[src/design/aps_regs.vh]
`ifndef APS_REGS_VH
`define APS_REGS_VH
// serial frame, numbered 15 (first bit) down to 0
`define APS_BIT_WRITE    15
`define APS_SEL_MSB      14
`define APS_SEL_LSB      13
`define APS_SEL_CTRL     2'h0
`define APS_SEL_RANGE    2'h1
`define APS_SEL_MASK     2'h3
// control register, held as frame bits 11..0
`define APS_CTRL_MSB     11
`define APS_ADDR_HI      11
`define APS_ADDR_LO      10
`define APS_INMODE_HI    9
`define APS_INMODE_LO    8
`define APS_PM_HI        7
`define APS_PM_LO        6
`define APS_CODING       5
`define APS_REF          4
`define APS_SEQ_HI       3
`define APS_SEQ_LO       2
`define APS_RANGE_MSB    12
`define APS_RANGE_LSB    5
`define APS_MASK_MSB     12
`define APS_MASK_LSB     9
`define APS_CTRL_RST     12'h000
`define APS_RANGE_RST    8'h00
`define APS_MASK_RST     4'h0
`define APS_PM_NORMAL    2'h0
`define APS_PM_STANDBY   2'h1
`define APS_PM_AUTO_OFF  2'h2
`define APS_PM_FULL_OFF  2'h3
`define APS_SEQ_LIST     2'h1
`define APS_SEQ_CONSEC   2'h2
// edge counts inside a frame
`define APS_FALLS_COMMIT 5'h0D
`define APS_RISE_PWR     5'h0E
`define APS_CNT_MAX      5'h10
// clock edges after reset before pin edges are trusted
`define APS_WARM_DONE    2'h3
`define APS_RNG_10V      2'h0
`define APS_RNG_5V       2'h1
`define APS_RNG_2V5      2'h2
`define APS_RNG_UNI10    2'h3
`define APS_SEL_10V      4'h1
`define APS_SEL_5V       4'h2
`define APS_SEL_2V5      4'h4
`define APS_SEL_UNI10    4'h8
`endif

[src/design/aps_sync.v]
`timescale 1ns/100ps
// two-flop synchroniser for asynchronous pins
module aps_sync #(
  parameter W = 3
) (
  input  wire         i_clk,
  input  wire         i_rst_n,
  input  wire [W-1:0] i_d,
  output wire [W-1:0] o_q
);
  reg [W-1:0] meta_q;
  reg [W-1:0] sync_q;

  always @(posedge i_clk or negedge i_rst_n) begin
    if (!i_rst_n) begin
      meta_q <= {W{1'b0}};
      sync_q <= {W{1'b0}};
    end else begin
      meta_q <= i_d;
      sync_q <= meta_q;
    end
  end

  assign o_q = sync_q;
endmodule // aps_sync

[src/design/aps_next_chan.v]
`timescale 1ns/100ps
// next channel of a running sequence, plus first channel of the list
module aps_next_chan (
  input  wire [3:0] i_mask,
  input  wire [1:0] i_cur,
  input  wire [1:0] i_last,
  input  wire       i_consec,
  output reg  [1:0] o_next,
  output reg  [1:0] o_first
);
  wire [3:0] above;
  integer    k;

  genvar c;
  generate
    for (c = 0; c < 4; c = c + 1) begin : g_above
      assign above[c] = i_mask[c] && (c > i_cur);
    end
  endgenerate

  always @* begin
    o_first = i_cur;
    o_next  = i_cur;
    // descending scan leaves the lowest match
    for (k = 3; k >= 0; k = k - 1) begin
      if (i_mask[k]) begin
        o_first = k[1:0];
      end
    end
    if (i_consec) begin
      o_next = (i_cur >= i_last) ? 2'h0 : i_cur + 2'h1;
    end else if (|above) begin
      for (k = 3; k >= 0; k = k - 1) begin
        if (above[k]) begin
          o_next = k[1:0];
        end
      end
    end else begin
      // wrap to the lowest flagged channel; empty list holds
      o_next = o_first;
    end
  end
endmodule // aps_next_chan

[src/design/aps_sequencer.v]
// Contract
// power field 11 powers everything down until the field changes
// control register contents survive full shutdown
// power field 10 enters autoshutdown on 15th serial clock rising edge
// power field 01 enters autostandby, reference kept, on 15th rising edge
// power field 00 keeps all circuitry powered
// equal sequencer bits convert the channel named by the address bits
// sequencer 01 converts flagged channels, lowest first, ascending, wrapping
// list keeps cycling while mask and sequencer bits stay unchanged
// sequencer 10 cycles channels 0 up to the addressed last channel
// consecutive run continues through frames without write bit
// each converted channel uses its stored range code
// sequence mask holds four write-only bits, one per channel
// range register is eight bits, channel 0 code most significant
// write with select 01 loads the range register
// codes 00 10V, 01 5V, 10 2.5V, 11 unipolar 10V
// reset leaves every range code at the 10V setting
// a selected channel is configured to its stored range
// re-enabling list mode restarts at the first listed channel
// host leaves consecutive mode by clearing both sequencer bits
// write with select 11 loads four bits into the sequence mask
// control register write-only, reset zero, address 11:10, sequencer 3:2
`timescale 1ns/100ps
`include "aps_regs.vh"
module aps_sequencer (
  input  wire       i_clk,
  input  wire       i_rst_n,
  input  wire       i_cs_n,
  input  wire       i_sclk,
  input  wire       i_din,
  output reg        o_conv_start,
  output reg  [1:0] o_conv_chan,
  output reg  [1:0] o_conv_range,
  output reg  [3:0] o_range_sel,
  output wire       o_core_pwr,
  output wire       o_ref_pwr,
  output wire [3:0] o_pwr_state,
  output wire [1:0] o_in_mode,
  output wire       o_coding,
  output wire       o_ref_int,
  output wire       o_seq_active
);
  localparam [3:0] ST_AWAKE    = 4'h1;
  localparam [3:0] ST_FULL_OFF = 4'h2;
  localparam [3:0] ST_AUTO_OFF = 4'h4;
  localparam [3:0] ST_STANDBY  = 4'h8;

  wire [2:0]  pins_s;
  wire        cs_n_s;
  wire        sclk_s;
  wire        din_s;
  reg         cs_n_prev_q;
  reg         sclk_prev_q;
  wire        cs_fall;
  wire        cs_rise;
  wire        sclk_fall;
  wire        sclk_rise;
  reg  [1:0]  warm_q;
  wire        armed;
  reg         in_frame_q;
  reg  [14:0] shift_q;
  reg  [4:0]  falls_q;
  reg  [4:0]  rises_q;
  wire [15:0] frame_w;
  wire        commit;
  wire        pwr_edge;
  wire        wr_ctrl;
  wire        wr_range;
  wire        wr_mask;
  reg  [11:0] ctrl_q;
  reg  [7:0]  range_q;
  reg  [3:0]  mask_q;
  reg  [3:0]  st_q;
  reg  [3:0]  st_d;
  reg  [3:0]  pm_st;
  wire [7:0]  chan_code_w;
  reg  [1:0]  next_q;
  reg         restart_q;
  reg         restart_d;
  wire [1:0]  pm;
  wire [1:0]  seq;
  wire [1:0]  addr;
  wire [1:0]  new_seq;
  wire [1:0]  new_addr;
  wire        seq_list;
  wire        seq_consec;
  wire [1:0]  adv_chan;
  wire [1:0]  first_chan;
  reg  [1:0]  code_next;

  aps_sync #(
    .W (3)
  ) u_sync (
    .i_clk   (i_clk),
    .i_rst_n (i_rst_n),
    .i_d     ({i_cs_n, i_sclk, i_din}),
    .o_q     (pins_s)
  );

  assign cs_n_s = pins_s[2];
  assign sclk_s = pins_s[1];
  assign din_s  = pins_s[0];

  // edge detectors look only at the second synchroniser stage
  always @(posedge i_clk or negedge i_rst_n) begin
    if (!i_rst_n) begin
      cs_n_prev_q <= 1'b0;
      sclk_prev_q <= 1'b0;
    end else begin
      cs_n_prev_q <= cs_n_s;
      sclk_prev_q <= sclk_s;
    end
  end

  // synchroniser resets low while idle pins sit high; without this
  // warm-up the first settled sample would look like a select edge
  always @(posedge i_clk or negedge i_rst_n) begin
    if (!i_rst_n) begin
      warm_q <= 2'h0;
    end else if (warm_q != `APS_WARM_DONE) begin
      warm_q <= warm_q + 2'h1;
    end
  end

  assign armed     = (warm_q == `APS_WARM_DONE);
  assign cs_fall   = armed && cs_n_prev_q && !cs_n_s;
  assign cs_rise   = armed && !cs_n_prev_q && cs_n_s;
  assign sclk_fall = armed && sclk_prev_q && !sclk_s && in_frame_q;
  assign sclk_rise = armed && !sclk_prev_q && sclk_s && in_frame_q;

  // frame capture: data taken on falling serial clock edges
  always @(posedge i_clk or negedge i_rst_n) begin
    if (!i_rst_n) begin
      in_frame_q <= 1'b0;
      shift_q    <= 15'h0000;
      falls_q    <= 5'h00;
      rises_q    <= 5'h00;
    end else begin
      if (cs_fall) begin
        in_frame_q <= 1'b1;
        falls_q    <= 5'h00;
        rises_q    <= 5'h00;
      end else if (cs_rise) begin
        in_frame_q <= 1'b0;
      end
      if (sclk_fall) begin
        shift_q <= {shift_q[13:0], din_s};
        if (falls_q != `APS_CNT_MAX) begin
          falls_q <= falls_q + 5'h01;
        end
      end
      if (sclk_rise && rises_q != `APS_CNT_MAX) begin
        rises_q <= rises_q + 5'h01;
      end
    end
  end

  // fourteen bits are enough to decode; the last two are zero fill
  assign frame_w  = {shift_q[12:0], din_s, 2'h0};
  assign commit   = sclk_fall && (falls_q == `APS_FALLS_COMMIT);
  assign pwr_edge = sclk_rise && (rises_q == `APS_RISE_PWR);
  assign wr_ctrl  = commit && frame_w[`APS_BIT_WRITE] &&
                    (frame_w[`APS_SEL_MSB:`APS_SEL_LSB] == `APS_SEL_CTRL);
  assign wr_range = commit && frame_w[`APS_BIT_WRITE] &&
                    (frame_w[`APS_SEL_MSB:`APS_SEL_LSB] == `APS_SEL_RANGE);
  assign wr_mask  = commit && frame_w[`APS_BIT_WRITE] &&
                    (frame_w[`APS_SEL_MSB:`APS_SEL_LSB] == `APS_SEL_MASK);

  // write-only registers; frames without the write bit change nothing
  always @(posedge i_clk or negedge i_rst_n) begin
    if (!i_rst_n) begin
      ctrl_q  <= `APS_CTRL_RST;
      range_q <= `APS_RANGE_RST;
      mask_q  <= `APS_MASK_RST;
    end else begin
      if (wr_ctrl) begin
        ctrl_q <= frame_w[`APS_CTRL_MSB:0];
      end
      if (wr_range) begin
        range_q <= frame_w[`APS_RANGE_MSB:`APS_RANGE_LSB];
      end
      if (wr_mask) begin
        // channel 0 arrives first, so it sits highest in the frame
        mask_q <= {frame_w[`APS_MASK_LSB], frame_w[`APS_MASK_LSB+1],
                   frame_w[`APS_MASK_LSB+2], frame_w[`APS_MASK_MSB]};
      end
    end
  end

  assign pm         = ctrl_q[`APS_PM_HI:`APS_PM_LO];
  assign seq        = ctrl_q[`APS_SEQ_HI:`APS_SEQ_LO];
  assign addr       = ctrl_q[`APS_ADDR_HI:`APS_ADDR_LO];
  assign new_seq    = frame_w[`APS_SEQ_HI:`APS_SEQ_LO];
  assign new_addr   = frame_w[`APS_ADDR_HI:`APS_ADDR_LO];
  assign seq_list   = (seq == `APS_SEQ_LIST);
  assign seq_consec = (seq == `APS_SEQ_CONSEC);

  // state the power field asks for
  always @* begin
    case (pm)
      `APS_PM_FULL_OFF: pm_st = ST_FULL_OFF;
      `APS_PM_AUTO_OFF: pm_st = ST_AUTO_OFF;
      `APS_PM_STANDBY:  pm_st = ST_STANDBY;
      default:          pm_st = ST_AWAKE;
    endcase
  end

  // power state: decided at the 15th rising edge of every frame; autoshutdown and standby also wake at select rise
  always @* begin
    st_d = st_q;
    case (st_q)
      ST_AWAKE: begin
        if (pwr_edge) begin
          st_d = pm_st;
        end
      end
      ST_FULL_OFF: begin
        // only a frame with a changed field leaves full shutdown
        if (pwr_edge) begin
          st_d = pm_st;
        end
      end
      ST_AUTO_OFF: begin
        if (pwr_edge) begin
          st_d = pm_st;
        end else if (cs_rise) begin
          st_d = ST_AWAKE;
        end
      end
      ST_STANDBY: begin
        if (pwr_edge) begin
          st_d = pm_st;
        end else if (cs_rise) begin
          st_d = ST_AWAKE;
        end
      end
      default: begin
        st_d = ST_AWAKE;
      end
    endcase
  end

  always @(posedge i_clk or negedge i_rst_n) begin
    if (!i_rst_n) begin
      st_q <= ST_AWAKE;
    end else begin
      st_q <= st_d;
    end
  end

  assign o_core_pwr  = (st_q == ST_AWAKE);
  assign o_ref_pwr   = (st_q == ST_AWAKE) || (st_q == ST_STANDBY);
  assign o_pwr_state = st_q;

  aps_next_chan u_next (
    .i_mask   (mask_q),
    .i_cur    (next_q),
    .i_last   (addr),
    .i_consec (seq_consec),
    .o_next   (adv_chan),
    .o_first  (first_chan)
  );

  // restart on every mask write and control write, unless list mode, or consecutive mode with the same last channel, is kept
  always @* begin
    restart_d = 1'b0;
    if (wr_ctrl) begin
      if (new_seq == `APS_SEQ_LIST) begin
        restart_d = (seq != `APS_SEQ_LIST);
      end else if (new_seq == `APS_SEQ_CONSEC) begin
        restart_d = (seq != `APS_SEQ_CONSEC) || (new_addr != addr);
      end else begin
        restart_d = 1'b1;
      end
    end
    if (wr_mask) begin
      restart_d = 1'b1;
    end
  end

  // next_q is the channel the next frame will convert
  always @(posedge i_clk or negedge i_rst_n) begin
    if (!i_rst_n) begin
      restart_q <= 1'b0;
      next_q    <= 2'h0;
    end else begin
      restart_q <= restart_d;
      if (restart_q) begin
        if (seq_list) begin
          next_q <= first_chan;
        end else if (seq_consec) begin
          next_q <= 2'h0;
        end else begin
          next_q <= addr;
        end
      end else if (cs_fall && (seq_list || seq_consec)) begin
        next_q <= adv_chan;
      end
    end
  end

  // channel 0 code sits in the top field; regroup by channel number
  genvar g;
  generate
    for (g = 0; g < 4; g = g + 1) begin : g_code
      assign chan_code_w[g*2 +: 2] = range_q[(3-g)*2 +: 2];
    end
  endgenerate

  always @* begin
    code_next = chan_code_w[{next_q, 1'b0} +: 2];
  end

  // each conversion starts on chip-select fall with its own range
  always @(posedge i_clk or negedge i_rst_n) begin
    if (!i_rst_n) begin
      o_conv_start <= 1'b0;
      o_conv_chan  <= 2'h0;
      o_conv_range <= `APS_RNG_10V;
      o_range_sel  <= `APS_SEL_10V;
    end else begin
      o_conv_start <= cs_fall;
      if (cs_fall) begin
        o_conv_chan  <= next_q;
        o_conv_range <= code_next;
        case (code_next)
          `APS_RNG_10V: o_range_sel <= `APS_SEL_10V;
          `APS_RNG_5V:  o_range_sel <= `APS_SEL_5V;
          `APS_RNG_2V5: o_range_sel <= `APS_SEL_2V5;
          default:      o_range_sel <= `APS_SEL_UNI10;
        endcase
      end
    end
  end

  assign o_in_mode    = ctrl_q[`APS_INMODE_HI:`APS_INMODE_LO];
  assign o_coding     = ctrl_q[`APS_CODING];
  assign o_ref_int    = ctrl_q[`APS_REF];
  assign o_seq_active = seq_list || seq_consec;
endmodule // aps_sequencer

[config.mk]
export PLATFORM = sky130hd
export DESIGN_NAME = aps_sequencer
export DESIGN_NICKNAME = d
export VERILOG_FILES = /design/src/design/aps_sync.v /design/src/design/aps_next_chan.v /design/src/design/aps_sequencer.v
export VERILOG_INCLUDE_DIRS = /design/src /design/src/design
export SDC_FILE = /design/constraint.sdc
export NUM_CORES = 1
export LEC_CHECK = 0
export BUFFER_PORTS_ARGS = -buffer_cell sky130_fd_sc_hd__buf_2
export CAP_MARGIN = 20
export CORE_MARGIN = 5
export CORE_UTILIZATION = 54
export DETAILED_ROUTE_END_ITERATION = 10
export HOLD_SLACK_MARGIN = 0.02
export PLACE_DENSITY = 0.81
export SYNTH_ARGS = -nofsm -noshare
export SYNTH_HDL_FRONTEND = slang
export SYNTH_SLANG_ARGS = --single-unit
[constraint.sdc]
create_clock -name i_clk -period 1.85 [get_ports i_clk]
set_input_delay 0.2775 -clock i_clk [delete_from_list [all_inputs] [get_ports i_clk]]
set_output_delay 0.2775 -clock i_clk [all_outputs]
set_load 0.05 [all_outputs]
==> Yosys cells after proc, flatten, opt, wreduce, memory -nomap -nowiden <==
Cells that the tools add are included.
{ "totals": {"register_bits": 72, "inputBits": 5, "elab_cells": 124} }
{ "op_classes": {"n_addsub": 4, "magnitude_cmp": 4, "eq_ne": 27, "shift": 1, "mux": 31, "reduce_logical": 38} }
{ "ops": {"columns": ["op", "n"], "rows": [
  ["$mux 2", 14],
  ["$mux 5", 5],
  ["$pmux 4 s3", 2],
  ["$logic_and 1x1->1", 21],
  ["$eq 2x2->1 const B", 7],
  ["$mux 4", 3],
  ["$add 5x1->5 const B", 2],
  ["$eq 2x1->1 const B", 5],
  ["$eq 5x4->1 const B", 2],
  ["$ne 5x5->1 const B", 2],
  ["$pmux 4 s2", 1],
  ["$shiftx 8x4->2", 1],
  ["$mux 1", 6],
  ["$ne 6x3->1 const B", 1],
  ["$reduce_bool 2->1", 3],
  ["$add 2x1->2 const B", 2],
  ["$eq 4x1->1 const B", 1],
  ["$eq 4x2->1 const B", 1],
  ["$eq 4x3->1 const B", 1],
  ["$eq 4x4->1 const B", 1],
  ["$gt 2x2->1 const A", 2],
  ["$logic_not 1->1", 4],
  ["$logic_not 2->1", 2],
  ["$ne 2x1->1 const B", 2],
  ["9 further kinds", 14]
]} }

==> Logic depth before layout (Yosys ltp) <==
Gate-level depths: netlist of run 1.
{ "depth": {"word_depth": 9, "depth_mapped": 8, "ltp_nobuf": 6} }

==> By module <==
Synthesis of run 1 repeated with hierarchy kept, for this count alone.
{ "unflattened": {"hier_cells": 303, "area_unflattened_um2": 3389.5} }
{ "by_module_without_submodules": {"columns": ["module", "instances", "cells_each", "area_per_inst_um2"], "rows": [
  ["aps_sequencer", 1, 273, 3051.7],
  ["aps_next_chan", 1, 24, 187.7],
  ["aps_sync", 1, 6, 150.1]
]} }

==> Least setup slack after synthesis of run 1 <==
No wires, ideal clock.
{ "synth_path": {"path_kind": "flip-flop to flip-flop", "startpoint": "register st_q[0] (netlist: o_pwr_state[0])", "endpoint": "register st_q[2] (netlist: o_pwr_state[2])", "setup_time_ns": 0.111, "arrival_time_ns": 3.075, "setup_slack_ns": -1.336, "path_stages_with_launch": 5, "n_path_buf": 0, "period_less_slack_ns": 3.186, "cell_sequence": "dfstp_2 inv_1 nor4_1 a21oi_1 o41ai_1"} }
{ "synth_between": {"elab_chain_len": 4, "elab_cells_between_ends": 10} }
{ "synth_rtl": {"columns": ["item", "line", "rtl"], "rows": [
  ["start, declared", "aps_sequencer.v:73", "reg [3:0] st_q;"],
  ["start signal, assigned", "aps_sequencer.v:247", "st_q <= st_d;"],
  ["$eq 4x1->1 (*)", null, null],
  ["via o_core_pwr", "aps_sequencer.v:35", "output wire o_core_pwr,"],
  ["$reduce_or 2->1 (no line) (*)", null, null],
  ["$ne 2x1->1 (no line)", null, null],
  ["$reduce_and 2->1 (no line)", null, null]
]} }
The timed path passes the listed nets; every way through them passes the cells marked *.
A chain may end at the register's enable or synchronous reset.

==> Worst setup path in the final report of run 1 <==
{ "layout_path": {"startpoint": "register next_q[0]", "endpoint": "register next_q[0]"} }
{ "layout_between": {"elab_chain_len": 8, "elab_cells_between_ends": 23} }
{ "layout_rtl": {"columns": ["item", "line", "rtl"], "rows": [
  ["start, declared", "aps_sequencer.v:77", "reg [1:0] next_q;"],
  ["start signal, assigned", "aps_sequencer.v:290", "next_q <= first_chan;"],
  ["start signal, assigned", "aps_sequencer.v:294", "next_q <= addr;"],
  ["start signal, assigned", "aps_sequencer.v:297", "next_q <= adv_chan;"],
  ["$gt 2x2->1 or $mux 2 (tied branches)", "aps_next_chan.v:17, aps_next_chan.v:26", null],
  ["$logic_and 1x1->1 or $mux 2 (tied branches)", "aps_next_chan.v:17, aps_next_chan.v:26", null],
  ["$mux 2, on equally long branches (2 in a row)", "aps_next_chan.v:34, aps_next_chan.v:26", null],
  ["$mux 2", "aps_next_chan.v:32", "end else if (|above) begin"],
  ["$mux 2", "aps_next_chan.v:30", "if (i_consec) begin"],
  ["$mux 2", "aps_sequencer.v:296", "end else if (cs_fall && (seq_list || seq_consec)) begin"],
  ["$mux 2", "aps_sequencer.v:288", "if (restart_q) begin"]
]} }
Parallel ways exist; a longest one is shown, timed or not. The select of a mux whose other input is x is not followed.

==> results of run 1 <==
==> power by group through the flow <==
stage	Clock [W]	Sequential, W	Combinational [W]
2_1_floorplan	0	0.00179	0.000159
3_3_place_gp	0	0.00181	0.000260
3_5_place_dp	0	0.00181	0.000272
4_1_cts	0.00150	0.00178	0.000277
5_1_grt	0.00156	0.00180	0.000329
6_report	0.00148	0.00178	0.000287
==> final cells by class <==
class	instances	area [µm²]	area share, %
clock buffer	10	128	3.08
inverter	16	62.6	1.51
sequential	72	1810	43.6
clock inverter	6	109	2.62
timing repair buffer	46	334	8.05
multi-input combinational	221	1610	38.8
tap	77	96.3	2.32
==> worst register-to-register path: stages, from the launching register on <==
cell	delay [ps]
dfrtp_1	350
inv_1	60
ha_1	190
or3b_2	450
a21oi_1	180
a311oi_1	70
o41a_1	370
==> sequential cells by signal, summed over array words and instances (netlist names), 2 cells and up <==
name / cells
mask_q: 4
u_sync.o_q: 3
warm_q: 2
falls_q: 5
o_conv_chan: 2
ctrl_q: 10
next_q: 2
o_pwr_state: 4
o_range_sel: 4
rises_q: 5
range_q: 8
shift_q: 13
o_conv_range: 2
u_sync.meta_q: 3
==> how the worst max path moves through the flow <==
stage,from,to,slack (ps),cells after the start
final,next_q[0],next_q[0],60,6
after global routing,warm_q[0],restart_q,-10,6
after CTS,rises_q[0],rises_q[3],30,6
after detailed placement,rises_q[0],rises_q[3],-20,6
after global placement,warm_q[0],range_q[5],40,6
after floorplan,o_pwr_state[2],o_pwr_state[2],-60,4
==> timing repair <==
| action | in CTS | in global routing |
|---|---|---|
| pin swaps | 0 | 1 |
| gates resized for setup | 4 | 5 |
| endpoints found under the hold margin | 71 | 0 |
| setup buffers | 0 | 4 |
| endpoints found under the setup margin | 11 | 21 |
| hold buffers | 2 | 0 |
==> cells by family (layout without fill, tap and decap cells) <==
logic type	count (synthesis)	after routing	share of synthesized area [%]
AOI/OAI and AO/OA	51	51	9.90
xor gates and xnor gates	5	5	1.27
adders and majority gates	14	14	5.08
buffers and inverters	28	78	3.41
DFF	72	72	52.3
muxes	22	22	7.80
and+or+nand+nor	129	129	20.3
==> through the flow <==
step,utilization [%],instance area (µm²),instances
floorplan,-,3520,321
global placement,60.9,3820,426
detailed placement,60.9,3820,426
CTS,65.2,4090,444
global route,66.1,4150,448
finish,66.1,4150,448
==> placed cells by master (no fill, tap or decap), types with 8 or more instances in the layout <==
cell	netlist	layout
o21ai_0	17	16
inv_1	16	14
buf_4	3	17
clkbuf_8	0	9
mux2_2	19	15
nand2_1	65	65
dfrtp_1	70	68
ha_1	14	12
nor2_1	9	8
nand3_1	12	12
buf_2	1	23
==> layer usage <==
layer / vias up / share of wire, % / wire, µm
li1: 1214 / - / -
met2: 64 / 49 / 3390
met5: - / 0 / 0
met1: 1248 / 44 / 3010
met4: 0 / 2.0 / 136
met3: 10 / 4.7 / 322
==> results.sh, run 1 <==
export IMPL_status="finished clean"
export IMPL_r2r_end="next_q[0]"
export IMPL_p_seq_share_pct=50.2
export IMPL_hold_end="u_sync.meta_q[2]"
export IMPL_met1_usage_pct=23.2
export IMPL_ir_worst_vdd_mv=0.517
export IMPL_cts_htree_levels=3
export IMPL_drive_above_1_share_pct=28.6
export IMPL_critPathKind="flop to flop"
export IMPL_crit_path_end_kind="flop"
export IMPL_crit_family="compound AO/OA/AOI/OAI gates"
export IMPL_p_int_w=0.00268
export IMPL_cp_slowest_cell="or3b_2"
export IMPL_fin_setup_tns_ps=0
export IMPL_fin_crit_ps=1790
export IMPL_slew_violations=0
export IMPL_synth_distinct_cells=54
export IMPL_place_gp_congestion=0.819
export IMPL_fin_ws_ps=57.7
export IMPL_hp_start="i_cs_n"
export IMPL_io_buffers=24
export IMPL_drt_iter0_markers=101
export IMPL_die_area_um2=8090
export IMPL_slew_headroom_pct=71.6
export IMPL_dp_slack_ps=-18.8
export IMPL_hp_class="input pin to flop"
export IMPL_crit_arrival_ps=2020
export IMPL_start_kind="flop"
export IMPL_ant_nets=0
export IMPL_setup_viol=0
export IMPL_clock_path_buffers=2
export IMPL_clk_transition_reported_paths_ps=70
export IMPL_drt_first_pass_iters=4
export IMPL_maxCapViolations=0
export IMPL_rr_startpoint="next_q[0]"
export IMPL_grt_pass1_vias=2557
export IMPL_fin_crit_sh_pct=96.9
export IMPL_die_w_um=89.9
export IMPL_grt_pass1_wl_um=11800
export IMPL_syn_area_um2=3450
export IMPL_rrSetupSlack_ps=60
export IMPL_synthArstFlopShare_pct=100
export IMPL_cts_sinks=72
export IMPL_avgSynthCellArea_um2=10.8
export IMPL_busiest_layer="met2"
export IMPL_drcViolationCount=0
export IMPL_syn_nets=340
export IMPL_combPwrFrac_pct=8.1
export IMPL_fin_nets=385
export IMPL_synth_top_area_share_pct=50.8
export IMPL_grt_use_met2_pct=27.8
export IMPL_max_freq_mhz=558
export IMPL_critPathMaxStageDelay_ps=450
export IMPL_synth_edf_count=0
export IMPL_power_w=0.00355
export IMPL_dieHeight_um=89.9
export IMPL_synth_area_leaders="dfrtp_1 51%, nand2_1 7.1%, mux2_2 6.2%"
export IMPL_yosysMostFrequentCell="dfrtp_1"
export IMPL_vias_per_cell=5.66
export IMPL_reg2reg_depth=6
export IMPL_hold_slack_ps=44.4
export IMPL_hpwl_um=4750
export IMPL_cts_tree="built"
export IMPL_root_buffer="clkbuf_8"
export IMPL_hold_path_depth=1
export IMPL_critPathBufInv=1
export IMPL_grt_max_degree=73
export IMPL_core_rowCount=29
export IMPL_p_switching_w=0.000870
export IMPL_powerDensity_nw_per_um2=856
export IMPL_grt_total_usage_pct=17.7
export IMPL_use_met3_pct=3.76
export IMPL_fillers=468
export IMPL_path_max_fanout=2
export IMPL_yosysTopAreaCell="dfrtp_1"
export IMPL_clk_latency_ps=340
export IMPL_diodes=0
export IMPL_cts_made_buffers=9
export IMPL_pwr_share_clk_pct=41.7
export IMPL_hold_viol=0
export IMPL_synth_seq_cells=72
export IMPL_max_slew_worst_pin_slew_ps=422
export IMPL_skew_ps=10.9
export IMPL_synthToLayoutAreaGrowth_pct=20.3
export IMPL_cp_required_ps=2080
export IMPL_synthCells=321
export IMPL_synth_common_cells="70 x dfrtp_1, 65 x nand2_1, 19 x mux2_2, 17 x o21ai_0, 16 x inv_1"
export IMPL_yosysSeqAreaShare_pct=52.3
export IMPL_antenna_found_initial=0
export IMPL_overflow=0
export IMPL_ys_flop_type="dfrtp_1"
export IMPL_wire_per_inst_um=15.3
export IMPL_worstPathCellList="inv_1 -> ha_1 -> or3b_2 -> a21oi_1 -> a311oi_1 -> o41a_1"
export IMPL_coreArea_um2=6280
export IMPL_p_sw_share_pct=24.5
export IMPL_drt_wl_total_um=6860
export IMPL_leakagePower_nw=1.97
export IMPL_io_pins=25
export IMPL_synth_warnings=0
export IMPL_vias=2536
export IMPL_start_util_pct=55.0
Power figures use the tool's default switching activity.
==> inputs of run 2 (changes only) <==
- ABC_AREA: not set -> 1
- BUFFER_PORTS_ARGS: -buffer_cell sky130_fd_sc_hd__buf_2 -> -buffer_cell sky130_fd_sc_hd__clkbuf_2
- PLACE_DENSITY: 0.81 -> 0.82
==> run 2 against run 1 <==
  * Via count increased by 3.5%
  * Register-to-register slack improved by 120 ps
  * Synthesized cell count increased by 21%
  * Sequential cell count unchanged
  * Sequential power about the same
  * Non-clock buffer count decreased by 13
  * Critical path depth decreased by 2
  * First-iteration DRC count increased by 43%
  * Clock skew increased by 2.5 ps
  * Global-route usage increased by 0.85 points
  * Critical endpoint is now o_ref_pwr
  * Largest cell class unchanged
  * Largest power group unchanged
==> results.sh, run 2 <==
export IMPL_antenna_found_initial=0
export IMPL_drt_wl_total_um=6810
export IMPL_largest_register="shift_q"
export IMPL_clock_path_buffers=2
export IMPL_grt_total_usage_pct=18.6
export IMPL_start_util_pct=54.6
export IMPL_wire_per_inst_um=13.5
export IMPL_synth_area_leaders="dfrtp_1 51%, nand2_1 11%, inv_1 6.2%"
export IMPL_synth_warnings=0
export IMPL_drcViolationCount=0
export IMPL_synthToLayoutAreaGrowth_pct=14.6
export IMPL_drive_above_1_share_pct=17.3
export IMPL_place_gp_congestion=0.820
export IMPL_powerDensity_nw_per_um2=948
export IMPL_setup_viol=0
export IMPL_leakagePower_nw=1.89
export IMPL_diodes=0
export IMPL_largest_register_ffs=13
export IMPL_yosysMostFrequentCell="nand2_1"
export IMPL_syn_area_um2=3410
export IMPL_crit_family="flip-flops"
export IMPL_fin_nets=442
export IMPL_dp_slack_ps=115
export IMPL_hold_viol=0
export IMPL_drt_first_pass_iters=4
export IMPL_dieHeight_um=89.4
export IMPL_slew_headroom_pct=73.4
export IMPL_core_rowCount=29
export IMPL_io_buffers=24
export IMPL_hold_slack_ps=35.1
export IMPL_crit_path_end_kind="output pin"
export IMPL_synth_distinct_cells=32
export IMPL_cts_sinks=72
export IMPL_vias=2624
export IMPL_synth_top_area_share_pct=51.4
export IMPL_avgSynthCellArea_um2=8.78
export IMPL_path_max_fanout=5
export IMPL_yosysSeqAreaShare_pct=52.9
export IMPL_drt_iter0_markers=144
export IMPL_max_freq_mhz=557
export IMPL_overflow=0
export IMPL_grt_pass1_vias=2578
export IMPL_vias_per_cell=5.20
export IMPL_fin_crit_sh_pct=97.0
export IMPL_status="finished clean"
export IMPL_fillers=513
export IMPL_reg2reg_depth=8
export IMPL_fin_ws_ps=56.2
export IMPL_skew_ps=13.4
export IMPL_hp_start="i_cs_n"
export IMPL_syn_nets=407
export IMPL_clk_latency_ps=360
export IMPL_top_regs="shift_q (13), ctrl_q (10), range_q (8)"
export IMPL_hold_end="u_sync.meta_q[2]"
export IMPL_crit_arrival_ps=1520
export IMPL_ys_flop_type="dfrtp_1"
export IMPL_fin_crit_ps=1790
export IMPL_max_slew_worst_pin_slew_ps=398
export IMPL_hpwl_um=4870
export IMPL_hp_class="input pin to flop"
export IMPL_hold_path_depth=1
export IMPL_rrSetupSlack_ps=180
export IMPL_cp_required_ps=1570
export IMPL_root_buffer="clkbuf_8"
export IMPL_rr_startpoint="warm_q[0]"
export IMPL_synth_edf_count=0
export IMPL_cts_tree="built"
export IMPL_yosysTopAreaCell="dfrtp_1"
export IMPL_slew_violations=0
export IMPL_layout_commonest_cell="nand2_1"
export IMPL_ir_worst_vdd_mv=0.574
export IMPL_grt_pass1_wl_um=11300
export IMPL_die_area_um2=8000
export IMPL_critPathBufInv=1
export IMPL_fin_cells=505
export IMPL_synth_common_cells="101 x nand2_1, 70 x dfrtp_1, 56 x inv_1, 35 x o21ai_0, 24 x nor2_1"
export IMPL_layout_common_cells="101 x nand2_1, 67 x dfrtp_1, 56 x inv_1, 35 x o21ai_0, 24 x nor2_1"
export IMPL_io_pins=25
export IMPL_cts_htree_levels=3
export IMPL_start_kind="flop"
export IMPL_die_w_um=89.4
export IMPL_r2r_end="rises_q[0]"
export IMPL_synthArstFlopShare_pct=100
export IMPL_worstPathCellList="or2_4 -> nor3_4 -> o21bai_4 -> buf_8"
export IMPL_coreArea_um2=6240
export IMPL_critPathKind="flop to output pin"
export IMPL_synthCells=388
export IMPL_grt_max_degree=46
export IMPL_ant_nets=0
export IMPL_cp_slowest_cell="dfrtp_2"
export IMPL_dp_cells=485
export IMPL_clk_transition_reported_paths_ps=80
export IMPL_synth_seq_cells=72
export IMPL_cts_made_buffers=9
export IMPL_critPathMaxStageDelay_ps=430
export IMPL_maxCapViolations=0
==> run 2: cell count changes after synthesis, moves of 4 or more <==
cell,before,now
a21oi_1,7,15
clkbuf_1,8,2
o21ai_1,0,5
nand2_1,65,101
nor4_1,4,0
nor2_1,9,24
o21ai_2,0,9
nand3b_1,6,0
nand3_1,12,18
mux2_2,19,0
inv_1,16,56
o21ai_0,17,35
==> run 2: what timing repair did <==
action	in CTS	in global routing
hold buffers	2	0
setup endpoints to repair	2	21
resized for setup	2	4
buffers inserted	1	1
endpoints found under the hold margin	14	0
pin swaps	1	0
==> run 2: cells by family after synthesis <==
logic type	share of synthesized area, %
adder cells (fa/ha/maj)	5.14
flip-flops	52.9
XOR/XNOR	1.54
buffers and inverters	8.22
AND/OR/NAND/NOR	20.3
AO/OA/AOI/OAI	11.9
==> run 2: power by group <==
part / internal, W / total, W / switching, W
Sequential: 0.00169 / 0.00177 / 0.0000806
Clock: 0.000636 / 0.00127 / 0.000632
Combinational: 0.000215 / 0.000661 / 0.000446
==> run 2: cell type report <==
class | instances | area [µm²] | area share [%]
Sequential cell | 72 | 1810 | 46.3
Tap cell | 77 | 96.3 | 2.47
Clock inverter | 7 | 80.1 | 2.05
Clock buffer | 9 | 124 | 3.17
Timing Repair Buffer | 33 | 215 | 5.51
Multi-Input combinational cell | 249 | 1360 | 34.9
Inverter | 58 | 218 | 5.58
==> run 2: worst max path at each step <==
stage                   startpoint         to  depth (start not counted)
floorplan           o_pwr_state[3]  o_ref_pwr                          3
global placement         warm_q[0]  restart_q                          5
detailed placement       warm_q[0]  restart_q                          5
CTS                 o_pwr_state[0]  o_ref_pwr                          4
global route            falls_q[1]  restart_q                          8
finish              o_pwr_state[3]  o_ref_pwr                          4
==> run 2: routing by layer <==
| metal | wire [µm] | global-route usage [%] | vias to the layer above |
|---|---|---|---|
| met3 | 314 | 4.15 | 11 |
| met2 | 3290 | 30.8 | 61 |
| met5 | 0 | 0 | - |
| met4 | 123 | 7.58 | 0 |
| li1 | - | - | 1306 |
| met1 | 3080 | 23.5 | 1246 |
==> run 2: through the flow <==
stage          utilization, %  TNS (ps)  power, W  instance area, µm²
2_1_floorplan               -     -62.1   0.00224                3440
3_3_place_gp             58.3         0   0.00237                3640
3_5_place_dp             58.3         0   0.00241                3640
4_1_cts                  62.2         0   0.00370                3880
5_1_grt                  62.6    -0.247   0.00388                3910
6_report                 62.6         0   0.00370                3910
